$ cat src/fpm_pkg.sv
package fpm_pkg;

    // ------------------------------------------------------------
    // Register indices (byte address is four times the index)
    // ------------------------------------------------------------
    localparam logic [11:0] FPM_IDX_FLASH_CTRL_SHADOW = 12'hfd0;
    localparam logic [11:0] FPM_IDX_FLASH_CTRL_COMMIT = 12'hfd1;
    localparam logic [11:0] FPM_IDX_FLASH_CTRL_MONITOR = 12'hfd1;
    localparam logic [11:0] FPM_IDX_FLASH_STANDBY = 12'hfd2;
    localparam logic [11:0] FPM_IDX_PORT_INPUT_CTRL = 12'hfd3;
    localparam logic [11:0] FPM_IDX_SYSTEM_MAP_CTRL = 12'hfd4;
    localparam logic [11:0] FPM_IDX_SYSTEM_MAP_COMMIT = 12'hfd5;
    localparam int FPM_ADDR_W = 14;

    // ------------------------------------------------------------
    // Keys, codes and reset values
    // ------------------------------------------------------------
    localparam logic [7:0] FPM_COMMIT_KEY = 8'hd5;
    localparam logic [7:0] FPM_SYS_COMMIT_KEY = 8'hd4;
    localparam logic [2:0] FPM_PROG_ENABLE = 3'h5;
    localparam logic [2:0] FPM_PROG_DISABLE = 3'h2;
    localparam logic [1:0] FPM_WIN_STANDARD = 2'h0;
    localparam logic [1:0] FPM_WIN_CODE_MAP = 2'h2;
    localparam logic [1:0] FPM_RESP_OKAY = 2'h0;
    localparam logic [1:0] FPM_RESP_DECERR = 2'h3;

    // ------------------------------------------------------------
    // Field positions
    // ------------------------------------------------------------
    localparam int FPM_FLD_PROG_LO = 5;
    localparam int FPM_FLD_LOADER = 4;
    localparam int FPM_FLD_WIN_LO = 2;
    localparam int FPM_FLD_REMAP = 0;
    localparam int FPM_FLD_VECTOR = 1;
    localparam int FPM_FLD_STANDBY = 0;
    localparam int FPM_FLD_OTHER_IN = 0;
    localparam int FPM_FLD_SCLK_IN = 1;
    localparam int FPM_FLD_PIC_TOP = 7;

    // ------------------------------------------------------------
    // Carriers
    // ------------------------------------------------------------
    typedef struct packed {
        logic [2:0] prog_code;
        logic loader_rom_show;
        logic [1:0] window_sel;
    } fpm_flash_ctrl_t;

    localparam fpm_flash_ctrl_t FPM_FLASH_CTRL_RST = '{FPM_PROG_DISABLE, 1'b0, FPM_WIN_STANDARD};

    typedef struct packed {
        logic vector_location;
        logic ram_code_remap;
    } fpm_sys_map_t;

    typedef struct packed {
        logic code_window_in_data;
        logic loader_rom_low;
        logic loader_rom_code_high;
        logic ram_in_code;
        logic other_port_input_en;
        logic serial_clock_input_en;
    } fpm_map_t;

    typedef enum logic [1:0] {
        FPM_AXI_IDLE = 2'b00,
        FPM_AXI_RESP = 2'b01
    } fpm_resp_state_t;

endpackage : fpm_pkg

$ cat src/fpm_flash_protect_map.sv
// Behaviour
// - Enable needs enable code then commit key
// - Disabled: drop flash commands and toggle reads
// - Reset loads the disable code
// - Disable blocks new writes, never aborts
// - Code-map select maps code window into data
// - Standard select restores standard mapping
// - Flash commands only through data window
// - Both windows share cells; write one
// - MCU: committed remap bit maps RAM
// - Serial PROM: RAM always in code
// - MCU: committed show bit overlays loader ROM
// - Serial PROM: ROM fixed, show bit 1
// - Standby write accepted only from RAM
// - Flash access during standby gives reset
// - Flash vector: interrupt clears standby
// - RAM vector: standby kept on interrupt
// - Serial PROM: port inputs off after reset
// - Enable bits open sclk and other inputs
// - MCU: port input control has no effect
// - Commit key copies shadow to active
// - Monitor flag only when enable committed
//
// Decided for this implementation: the register offsets and the AXI4-Lite interface to the registers.
`timescale 1ns/1ps
`default_nettype none
module fpm_flash_protect_map (
    input wire logic aclk, // System clock, 125 MHz
    input wire logic aresetn, // Synchronous reset, active low
    input wire logic [fpm_pkg::FPM_ADDR_W-1:0] s_axi_awaddr, // Write address
    input wire logic s_axi_awvalid, // Write address valid
    output logic s_axi_awready, // Write address ready
    input wire logic [31:0] s_axi_wdata, // Write data
    input wire logic [3:0] s_axi_wstrb, // Write strobes
    input wire logic s_axi_wvalid, // Write data valid
    output logic s_axi_wready, // Write data ready
    output logic [1:0] s_axi_bresp, // Write response
    output logic s_axi_bvalid, // Write response valid
    input wire logic s_axi_bready, // Write response ready
    input wire logic [fpm_pkg::FPM_ADDR_W-1:0] s_axi_araddr, // Read address
    input wire logic s_axi_arvalid, // Read address valid
    output logic s_axi_arready, // Read address ready
    output logic [31:0] s_axi_rdata, // Read data
    output logic [1:0] s_axi_rresp, // Read response
    output logic s_axi_rvalid, // Read data valid
    input wire logic s_axi_rready, // Read data ready
    input wire logic serial_prom_mode_pin, // Boot mode pin, 1 = serial PROM
    input wire logic cpu_fetch_from_ram, // Current instruction came from RAM
    input wire logic cpu_flash_access, // CPU fetch, read or write hits flash
    input wire logic cpu_irq_entry, // Pulse: interrupt vector fetch begins
    input wire logic cpu_cmd_wr, // CPU command write cycle to flash
    input wire logic [15:0] cpu_cmd_addr, // Data-space address of that cycle
    input wire logic cpu_toggle_rd, // CPU toggle status read
    output logic flash_cmd_wr, // Command write passed to sequencer
    output logic flash_toggle_rd, // Toggle read passed to flash
    output logic flash_standby_reset, // Pulse: flash standby reset request
    output logic flash_standby, // Flash standby level
    output fpm_pkg::fpm_map_t map // Memory map and port input enables
);
    import fpm_pkg::*;

    // ------------------------------------------------------------
    // Mode pin synchroniser
    // ------------------------------------------------------------
    logic mode_meta_reg;
    logic serial_mode_reg;

    // Not reset, so the mode is settled at release and serial inputs never open briefly
    always_ff @(posedge aclk) begin
        mode_meta_reg <= serial_prom_mode_pin;
        serial_mode_reg <= mode_meta_reg;
    end

    // ------------------------------------------------------------
    // AXI4-Lite write path
    // ------------------------------------------------------------
    logic aw_full_reg;
    logic w_full_reg;
    logic [FPM_ADDR_W-1:0] aw_addr_reg;
    logic [7:0] w_data_reg;
    logic w_lane_reg;
    logic wr_fire;
    logic [11:0] wr_idx;
    logic wr_ok;
    logic wr_hit;

    assign s_axi_awready = !aw_full_reg;
    assign s_axi_wready = !w_full_reg;
    // Register writes wait for the previous response to drain
    assign wr_fire = aw_full_reg && w_full_reg && !s_axi_bvalid;
    assign wr_idx = aw_addr_reg[FPM_ADDR_W-1:2];
    assign wr_ok = wr_fire && w_lane_reg;
    always_comb begin
        case (wr_idx)
            FPM_IDX_FLASH_CTRL_SHADOW,
            FPM_IDX_FLASH_CTRL_COMMIT,
            FPM_IDX_FLASH_STANDBY,
            FPM_IDX_PORT_INPUT_CTRL,
            FPM_IDX_SYSTEM_MAP_CTRL,
            FPM_IDX_SYSTEM_MAP_COMMIT: wr_hit = 1'b1;
            default: wr_hit = 1'b0;
        endcase
    end

    always_ff @(posedge aclk) begin
        if (!aresetn) begin
            aw_full_reg <= 1'b0;
            aw_addr_reg <= '0;
        end else if (s_axi_awvalid && s_axi_awready) begin
            aw_full_reg <= 1'b1;
            aw_addr_reg <= s_axi_awaddr;
        end else if (wr_fire) begin
            aw_full_reg <= 1'b0;
        end
    end

    always_ff @(posedge aclk) begin
        if (!aresetn) begin
            w_full_reg <= 1'b0;
            w_data_reg <= '0;
            w_lane_reg <= 1'b0;
        end else if (s_axi_wvalid && s_axi_wready) begin
            w_full_reg <= 1'b1;
            w_data_reg <= s_axi_wdata[7:0];
            w_lane_reg <= s_axi_wstrb[0];
        end else if (wr_fire) begin
            w_full_reg <= 1'b0;
        end
    end

    always_ff @(posedge aclk) begin
        if (!aresetn) begin
            s_axi_bvalid <= 1'b0;
            s_axi_bresp <= FPM_RESP_OKAY;
        end else if (wr_fire) begin
            s_axi_bvalid <= 1'b1;
            s_axi_bresp <= wr_hit ? FPM_RESP_OKAY : FPM_RESP_DECERR;
        end else if (s_axi_bready) begin
            s_axi_bvalid <= 1'b0;
        end
    end

    // ------------------------------------------------------------
    // Shadow and active flash control
    // ------------------------------------------------------------
    fpm_flash_ctrl_t shadow_reg;
    fpm_flash_ctrl_t active_reg;
    logic commit_wr;
    logic commit_key_wr;
    assign commit_wr = wr_ok && (wr_idx == FPM_IDX_FLASH_CTRL_COMMIT);
    assign commit_key_wr = commit_wr && (w_data_reg == FPM_COMMIT_KEY);
    always_ff @(posedge aclk) begin
        if (!aresetn) begin
            shadow_reg <= FPM_FLASH_CTRL_RST;
        end else if (wr_ok && wr_idx == FPM_IDX_FLASH_CTRL_SHADOW) begin
            shadow_reg.prog_code <= w_data_reg[FPM_FLD_PROG_LO+:3];
            shadow_reg.window_sel <= w_data_reg[FPM_FLD_WIN_LO+:2];
            // Serial PROM: show bit ignores writes
            if (!serial_mode_reg) begin
                shadow_reg.loader_rom_show <= w_data_reg[FPM_FLD_LOADER];
            end
        end
    end

    always_ff @(posedge aclk) begin
        if (!aresetn) begin
            active_reg <= FPM_FLASH_CTRL_RST;
        end else if (commit_key_wr) begin
            active_reg <= shadow_reg;
        end
    end

    logic prog_en_active;
    logic loader_show_eff;
    assign prog_en_active = (active_reg.prog_code == FPM_PROG_ENABLE);
    assign loader_show_eff = serial_mode_reg || active_reg.loader_rom_show;

    // ------------------------------------------------------------
    // System map control
    // ------------------------------------------------------------
    fpm_sys_map_t sys_shadow_reg;
    fpm_sys_map_t sys_active_reg;

    always_ff @(posedge aclk) begin
        if (!aresetn) begin
            sys_shadow_reg <= '0;
        end else if (wr_ok && wr_idx == FPM_IDX_SYSTEM_MAP_CTRL) begin
            sys_shadow_reg.vector_location <= w_data_reg[FPM_FLD_VECTOR];
            sys_shadow_reg.ram_code_remap <= w_data_reg[FPM_FLD_REMAP];
        end
    end

    always_ff @(posedge aclk) begin
        if (!aresetn) begin
            sys_active_reg <= '0;
        end else if (wr_ok && wr_idx == FPM_IDX_SYSTEM_MAP_COMMIT
                     && w_data_reg == FPM_SYS_COMMIT_KEY) begin
            sys_active_reg <= sys_shadow_reg;
        end
    end

    // ------------------------------------------------------------
    // Flash standby
    // ------------------------------------------------------------
    logic standby_reg;
    logic standby_wr;

    assign standby_wr = wr_ok && (wr_idx == FPM_IDX_FLASH_STANDBY);

    // RAM vector keeps
    // Interrupt clear wins so the flash vector fetch is always safe
    always_ff @(posedge aclk) begin
        if (!aresetn) begin
            standby_reg <= 1'b0;
        end else if (cpu_irq_entry && !sys_active_reg.vector_location) begin
            standby_reg <= 1'b0;
        end else if (standby_wr && cpu_fetch_from_ram) begin
            standby_reg <= w_data_reg[FPM_FLD_STANDBY];
        end
    end

    always_ff @(posedge aclk) begin
        if (!aresetn) begin
            flash_standby_reset <= 1'b0;
        end else begin
            flash_standby_reset <= cpu_flash_access && standby_reg;
        end
    end

    assign flash_standby = standby_reg;

    // ------------------------------------------------------------
    // Port input control
    // ------------------------------------------------------------
    logic other_in_reg;
    logic sclk_in_reg;

    always_ff @(posedge aclk) begin
        if (!aresetn) begin
            other_in_reg <= 1'b0;
            sclk_in_reg <= 1'b0;
        end else if (wr_ok && wr_idx == FPM_IDX_PORT_INPUT_CTRL && serial_mode_reg) begin
            other_in_reg <= w_data_reg[FPM_FLD_OTHER_IN];
            sclk_in_reg <= w_data_reg[FPM_FLD_SCLK_IN];
        end
    end

    // ------------------------------------------------------------
    // Command gating and map outputs
    // ------------------------------------------------------------
    // one shared window
    // data window only
    // Disabling never resets the sequencer; only new cycles are dropped
    assign flash_cmd_wr = cpu_cmd_wr && prog_en_active && cpu_cmd_addr[15];
    assign flash_toggle_rd = cpu_toggle_rd && prog_en_active;

    always_ff @(posedge aclk) begin
        if (!aresetn) begin
            map <= '0;
        end else begin
            map.code_window_in_data <= (active_reg.window_sel == FPM_WIN_CODE_MAP);
            map.loader_rom_low <= loader_show_eff;
            map.loader_rom_code_high <= serial_mode_reg;
            map.ram_in_code <= serial_mode_reg || sys_active_reg.ram_code_remap;
            map.other_port_input_en <= !serial_mode_reg || other_in_reg;
            map.serial_clock_input_en <= !serial_mode_reg || sclk_in_reg;
        end
    end

    // ------------------------------------------------------------
    // AXI4-Lite read path
    // ------------------------------------------------------------
    logic [11:0] rd_idx;
    logic [7:0] rd_byte;
    logic rd_hit;

    assign s_axi_arready = !s_axi_rvalid;
    assign rd_idx = s_axi_araddr[FPM_ADDR_W-1:2];
    always_comb begin
        rd_byte = '0;
        rd_hit = 1'b1;
        case (rd_idx)
            FPM_IDX_FLASH_CTRL_SHADOW: begin
                rd_byte[FPM_FLD_PROG_LO+:3] = shadow_reg.prog_code;
                rd_byte[FPM_FLD_LOADER] = serial_mode_reg || shadow_reg.loader_rom_show;
                rd_byte[FPM_FLD_WIN_LO+:2] = shadow_reg.window_sel;
            end
            FPM_IDX_FLASH_CTRL_MONITOR: begin
                rd_byte[FPM_FLD_PROG_LO] = prog_en_active;
                rd_byte[FPM_FLD_LOADER] = loader_show_eff;
                rd_byte[FPM_FLD_WIN_LO+:2] = active_reg.window_sel;
            end
            FPM_IDX_FLASH_STANDBY, FPM_IDX_SYSTEM_MAP_COMMIT: rd_byte = '0;
            FPM_IDX_PORT_INPUT_CTRL: begin
                if (serial_mode_reg) begin
                    rd_byte[FPM_FLD_PIC_TOP] = 1'b1;
                    rd_byte[FPM_FLD_SCLK_IN] = sclk_in_reg;
                    rd_byte[FPM_FLD_OTHER_IN] = other_in_reg;
                end
            end
            FPM_IDX_SYSTEM_MAP_CTRL: begin
                rd_byte[FPM_FLD_VECTOR] = sys_shadow_reg.vector_location;
                rd_byte[FPM_FLD_REMAP] = sys_shadow_reg.ram_code_remap;
            end
            default: begin
                rd_hit = 1'b0;
            end
        endcase
    end

    always_ff @(posedge aclk) begin
        if (!aresetn) begin
            s_axi_rvalid <= 1'b0;
            s_axi_rdata <= '0;
            s_axi_rresp <= FPM_RESP_OKAY;
        end else if (s_axi_arvalid && s_axi_arready) begin
            s_axi_rvalid <= 1'b1;
            s_axi_rdata <= {24'h000000, rd_byte};
            s_axi_rresp <= rd_hit ? FPM_RESP_OKAY : FPM_RESP_DECERR;
        end else if (s_axi_rready) begin
            s_axi_rvalid <= 1'b0;
        end
    end
endmodule : fpm_flash_protect_map
`default_nettype wire

$ cat config.mk
export PLATFORM = sky130hd
export DESIGN_NAME = fpm_flash_protect_map
export DESIGN_NICKNAME = d
export VERILOG_FILES = /design/src/fpm_pkg.sv /design/src/fpm_flash_protect_map.sv
export SDC_FILE = /design/constraint.sdc
export NUM_CORES = 1
export LEC_CHECK = 0
export BUFFER_PORTS_ARGS = -buffer_cell sky130_fd_sc_hd__buf_2
export CAP_MARGIN = 20
export CORE_MARGIN = 5
export CORE_UTILIZATION = 43
export CTS_CLUSTER_SIZE = 8
export DETAILED_ROUTE_END_ITERATION = 6
export GPL_ROUTABILITY_DRIVEN = 0
export PLACE_DENSITY = 0.77
export SETUP_SLACK_MARGIN = 0.1
export SYNTH_ARGS = -nofsm -noshare
export SYNTH_HDL_FRONTEND = slang
export SYNTH_SLANG_ARGS = --single-unit
$ cat constraint.sdc
create_clock -name aclk -period 2.7 [get_ports aclk]
set_clock_uncertainty 0.15 [all_clocks]
set_input_delay 0.54 -clock aclk [delete_from_list [all_inputs] [get_ports aclk]]
set_output_delay 0.54 -clock aclk [all_outputs]
set_load 0.05 [all_outputs]
==> results of run 1 <==
==> synthesized netlist by cell type (all sizes together), types with 3 or more instances <==
library cell   n
nand3          8
o21ai          8
a21oi          3
and3           3
nor3           4
nand2         73
nor2b         13
and4b          3
dfxtp         63
nand4          7
inv            7
buf           28
mux2i         21
nor2           8
a21boi        27
clkbuf        11
==> through the flow <==
stage	hold WS (ps)	power, uW	setup slack, ps	instance area, sq um	instances
2_1_floorplan	160	1240	815	2860	337
3_3_place_gp	163	1280	632	3090	450
3_5_place_dp	168	1280	574	3090	450
4_1_cts	130	2190	640	3320	466
5_1_grt	133	2260	609	3320	466
6_report	143	2180	659	3320	466
==> power by group through the flow <==
stage / registers (uW) / clock network, uW / logic (uW)
floorplan: 1040 / 0 / 205
global placement: 1010 / 0 / 268
detailed placement: 1010 / 0 / 272
CTS: 989 / 930 / 273
global route: 993 / 975 / 294
finish: 988 / 916 / 273
==> cell families after synthesis <==
| family | Yosys count | synth area share [%] |
|---|---|---|
| buffers and inverters | 46 | 9.82 |
| AOI/OAI and AO/OA | 47 | 11.9 |
| muxes | 21 | 7.57 |
| and+or+nand+nor | 136 | 25.2 |
| DFF | 63 | 45.4 |
| other | 1 | 0.135 |
==> metal layers <==
layer  up-vias  GRT usage, %
met4         0          7.82
met5         -             0
met1      1002          16.3
met2        62          25.5
li1       1152             -
met3        16          4.67
==> worst max-delay path: cells and delay by family, from the launching register on <==
family,cells,cell delay (ps)
buffers and inverters,1,260
flip-flops,1,310
AND/OR/NAND/NOR,2,430
==> area by class of cell <==
cell class | instances | area, sq um | share of cell area (%)
multi-input combinational | 228 | 1330 | 40.1
inverter | 7 | 26.3 | 0.792
sequential | 63 | 1260 | 38.0
timing repair buffer | 75 | 380 | 11.5
clock buffer | 13 | 159 | 4.79
clock inverter | 3 | 65.1 | 1.96
tap | 77 | 96.3 | 2.90
==> path summary, 6_finish.rpt <==
check                                           from                end  slack (ps)
worst max-delay path                   active_reg[4]       flash_cmd_wr         660
worst min-delay path            serial_prom_mode_pin      mode_meta_reg         140
worst max register to register        aw_addr_reg[7]  sys_active_reg[1]         830
worst min register to register         mode_meta_reg    serial_mode_reg         180
==> out/qor.txt, run 1 <==
Amount of wire on met2 after detailed routing - 3010 microns
DRT iter0 DRCs - 80
Combinational power share - 12.5%
Number of antenna violations at the first check in global routing - 0
Reported leakage power - 0.00147 uW
Sinks on Clock Net - 63
Number of global-route vias before repair - 2241
Sequential power share - 45.4%
Power density over the cells - 656 mW/mm^2
Synthesized flop and latch total - 63
Crit share post-route - 75.6%
Switching power total - 575 uW
RSZ-0062 raised after global routing - no
Register clock-pin slew on the reported worst setup and hold paths - 70 ps
Per-instance average area after synthesis - 8.85 sq um
Fraction of layout instances using a drive strength above 1 - 24.2%
Share of flip-flops with an asynchronous set or reset - 0%
Wire length on met3 - 323 microns
Overall routing resource usage - 14.9%
Library cells used by synthesis - 38
Sum of routed wire length over all layers - 6070 microns
Overall overflow remaining after global route - 0
First-pass iteration count of the detailed router - 4
Number of resized instances in the post-cts repair step - 0
Cell with the largest stage delay on the worst path - dfxtp_1
Kind of launch point of the worst setup path - register
Clock buffer count from CTS - 9
Cells traversed along the worst timing path - and3b_1 > and3_1 > buf_2
Worst supply voltage drop on vdd - 0.385 mV
Synth top area share - 45.4%
Floorplan die width - 90.4 microns
Data required time at the worst endpoint - 2010 ps
Io pins - 144
Final Hold Fails - 0
Max_slew headroom - 52.2%
Most common flop cell mapped by yosys - dfxtp_1
Top cells by area, synth - dfxtp_1 (45%), nand2_1 (9.9%), mux2i_1 (7.6%)
Row Count - 29
Share of total power consumed by net switching - 26.4%
Summed instance area of the synthesized netlist - 0.00278 sq mm
Cell chosen for the clock root - clkbuf_8
Number of buffers added to fix hold violations after cts - 0
Slew at the pin closest to its max-slew limit - 716 ps
First-pass GRT wire length - 9980 microns
Internal Dissipation - 1600 uW
Final core area utilization - 52.6%
Outcome - finished clean
Net count reported at finish - 477
Worst Hold Path Cells - 1
Data arrival time of the critical path - 1350 ps
Max-cap violation count - 0
Endpoint type of the worst setup path - output port
Peak fanout along the critical path - 3
F_max - 490 MHz
Core area - 0.00631 sq mm
Routed wire length per instance - 13.0 microns
Area growth from synthesis to layout - 19.5%
Maximum number of pins on one net before global-route repair - 32
Routed Antenna Nets - 0
Max Slew Vio Count - 0
Post-CTS setup buffer count - 0
Synthesis warning total - 0
Routed via count - 2232
Part of the total power dissipated in the clock network - 42.1%
Kind of critical path - reg2out
Per-cell via count in the routed design - 4.79
Most frequent cells in the layout - nand2_1 (73), buf_2 (73), dfxtp_1 (63)
HPWL reported at the end of detailed placement - 4550 microns
Height of the die - 90.4 microns
IO Port Bufs - 73
Floorplan die area - 0.00817 sq mm
Number of enable flip-flop cells after synthesis - 0
Topmost layer with routed signal wires - met4
CTS tree - built
Post-synthesis instance total - 314
Final period demand of the worst path - 2040 ps
Fraction of the yosys area taken by sequential cells - 45.4%
Area leader, netlist - dfxtp_1
Number of setup violations in the final report - 0
Latest clock arrival within the worst-skew pair - 340 ps
Largest buffer count on any clock path - 2
Largest register FFs - 12
Worst hold-check path type - in2reg
H-tree depth - 3
Number of cells traversed by the worst register-to-register path - 4
Setup TNS after final layout - 0 ps
Number of antenna cells inserted - 0
DRC violations left - 0
Met1 routed wirelength after detailed routing - 2580 microns
Fill count - 603
Critical path's largest stage delay - 310 ps
Starting Density - 44.0%
Note: power is estimated with default switching activity, not from simulation.
==> run 2, diff against run 1 <==
CORE_UTILIZATION = 41   (was 43)
PLACE_DENSITY = 0.76   (was 0.77)
clock period = 1.6 ns   (was 2.7 ns; I/O delays follow)
==> run 2 against run 1 <==
  * The flow now finishes with violations (setup timing)
  * Utilization grew 1.7 points
  * Worst hold slack lost 66 ps
  * Combinational power grew 93%
  * Flip-flop and latch count is the same
  * Final cell count grew 5.2%
  * Register-to-register slack lost 820 ps
  * Clock-buffer cell count grew 2
  * Die area grew 4.3%
  * Sequential power grew 69%
  * Global-route usage grew 0.19 points
  * Critical path type unchanged
  * Largest cell class unchanged
  * Highest routed layer unchanged
==> out/qor.txt, run 2 (synthesis results as in run 1) <==
Sum of routed wire length over all layers - 6260 microns
Register clock-pin slew on the reported worst setup and hold paths - 60 ps
Switching power total - 950 uW
Routed wire length per instance - 12.8 microns
DRT iter0 DRCs - 86
Sequential power share - 48.7%
Hold slack - 76.8 ps
Routed via count - 2352
Fin area - 0.00362 sq mm
Part of the total power dissipated in the clock network - 35.9%
Cell chosen for the clock root - clkbuf_8
Final core area utilization - 54.3%
Final period demand of the worst path - 1690 ps
Cell with the largest stage delay on the worst path - dfxtp_2
Kind of launch point of the worst setup path - register
Max-cap violation count - 0
Peak fanout along the critical path - 3
Power density over the cells - 944 mW/mm^2
Internal Dissipation - 2470 uW
Number of antenna cells inserted - 0
Combinational power share - 15.4%
Most common library cell in the layout ignoring fill and taps - nand2_1
RSZ-0062 raised after global routing - yes
Data arrival time of the critical path - 1220 ps
Worst supply voltage drop on vdd - 0.372 mV
Crit. path cell count - 3
First-pass iteration count of the detailed router - 4
Floorplan die area - 0.00852 sq mm
Family of cells with the greatest summed delay on the critical path - simple AND/OR/NAND/NOR gates
Row Count - 30
Number of cells traversed by the worst register-to-register path - 5
Area growth from synthesis to layout - 30.5%
Combined buffer and inverter count along the critical path - 1
Largest buffer count on any clock path - 2
Clock buffer count from CTS - 9
IO Port Bufs - 73
Critical path's largest stage delay - 320 ps
Share of total power consumed by net switching - 27.7%
Crit share post-route - 105%
DRC violations left - 0
F_max - 593 MHz
Kind of critical path - reg2out
Max Slew Vio Count - 0
Number of antenna violations at the first check in global routing - 0
Maximum number of pins on one net before global-route repair - 23
Io pins - 144
Worst Hold Path Cells - 3
Starting Density - 41.6%
Final Hold Fails - 0
Height of the die - 92.3 microns
Worst hold-check path type - in2reg
H-tree depth - 3
Fill count - 599
Cells traversed along the worst timing path - and3b_2 > and3_4 > buf_8
Reported leakage power - 0.00159 uW
Latest clock arrival within the worst-skew pair - 330 ps
Area occupied by multi-input gates - 0.00141 sq mm
Fraction of layout instances using a drive strength above 1 - 34.1%
Violations in the final reports - setup timing
Floorplan die width - 92.3 microns
Placed cell count - 469
Routed Antenna Nets - 0
PnR worst setup slack - -87.1 ps
Overall routing resource usage - 15.1%
HPWL reported at the end of detailed placement - 4640 microns
Number of setup violations in the final report - 2
Outcome - complete, but fails checks
Area post-placement - 0.00326 sq mm
Core area - 0.00668 sq mm
Number of global-route vias before repair - 2341
First-pass GRT wire length - 10300 microns
Net count reported at finish - 499
Data required time at the worst endpoint - 1130 ps
Most frequent cells in the layout - nand2_1 (73), buf_2 (67), dfxtp_1 (55)
Area taken by flip-flops and latches - 0.00127 sq mm
Per-cell via count in the routed design - 4.80
Sinks on Clock Net - 63
Number of cells in the finished layout apart from fillers - 490
Endpoint type of the worst setup path - output port
CTS tree - built
Largest register FFs - 12
Worst Setup Slack post-DPL - -208 ps
Overall overflow remaining after global route - 0
## run 2: routing by layer
layer / GRT usage, % / up-vias / routed length [microns]
met5: 0 / - / 0
met4: 7.92 / 0 / 160
met2: 25.5 / 63 / 3070
met3: 3.74 / 15 / 345
met1: 17.5 / 1078 / 2690
li1: - / 1196 / -
## run 2: area by class of cell
type / instances / area share (%)
timing repair buffer: 97 / 17.6
clock buffer: 15 / 4.87
tap: 80 / 2.76
multi-input combinational: 228 / 38.8
inverter: 7 / 0.897
sequential: 63 / 35.1
## run 2: worst paths after layout
path	slack, ps	endpoint	from
worst min-delay path	80	aw_addr_reg[12]	s_axi_awaddr[12]
worst max-delay path	-90	flash_cmd_wr	active_reg[4]
worst max register to register	10	active_reg[4]	aw_addr_reg[7]
worst min register to register	180	serial_mode_reg	mode_meta_reg
## run 2: power groups by stage
stage	Sequential [uW]	Combinational, uW	Clock, uW
finish	1670	527	1230
detailed placement	1700	498	0
floorplan	1750	348	0
CTS	1660	517	1250
global placement	1690	492	0
global route	1670	567	1330
## run 2: per-stage QoR
step	power [uW]	TNS, ps
floorplan	2100	-65.4
global placement	2190	-598
detailed placement	2200	-890
CTS	3440	-164
global route	3570	-548
finish	3420	-151
## run 2: what timing repair did
action / in CTS / in global routing
pin swaps: 5 / 6
endpoints found under the hold margin: 1 / 0
setup buffers: 3 / 2
resized for setup: 24 / 19
setup endpoints to repair: 21 / 25
cloned: 0 / 0
hold buffers: 1 / 0
## run 2: worst register-to-register path: stages, from the launching register on
cell     delay, ps
dfxtp_2        320
and4b_2        320
nand4_1        190
nor3_4         200
buf_12         150
mux2i_1        190
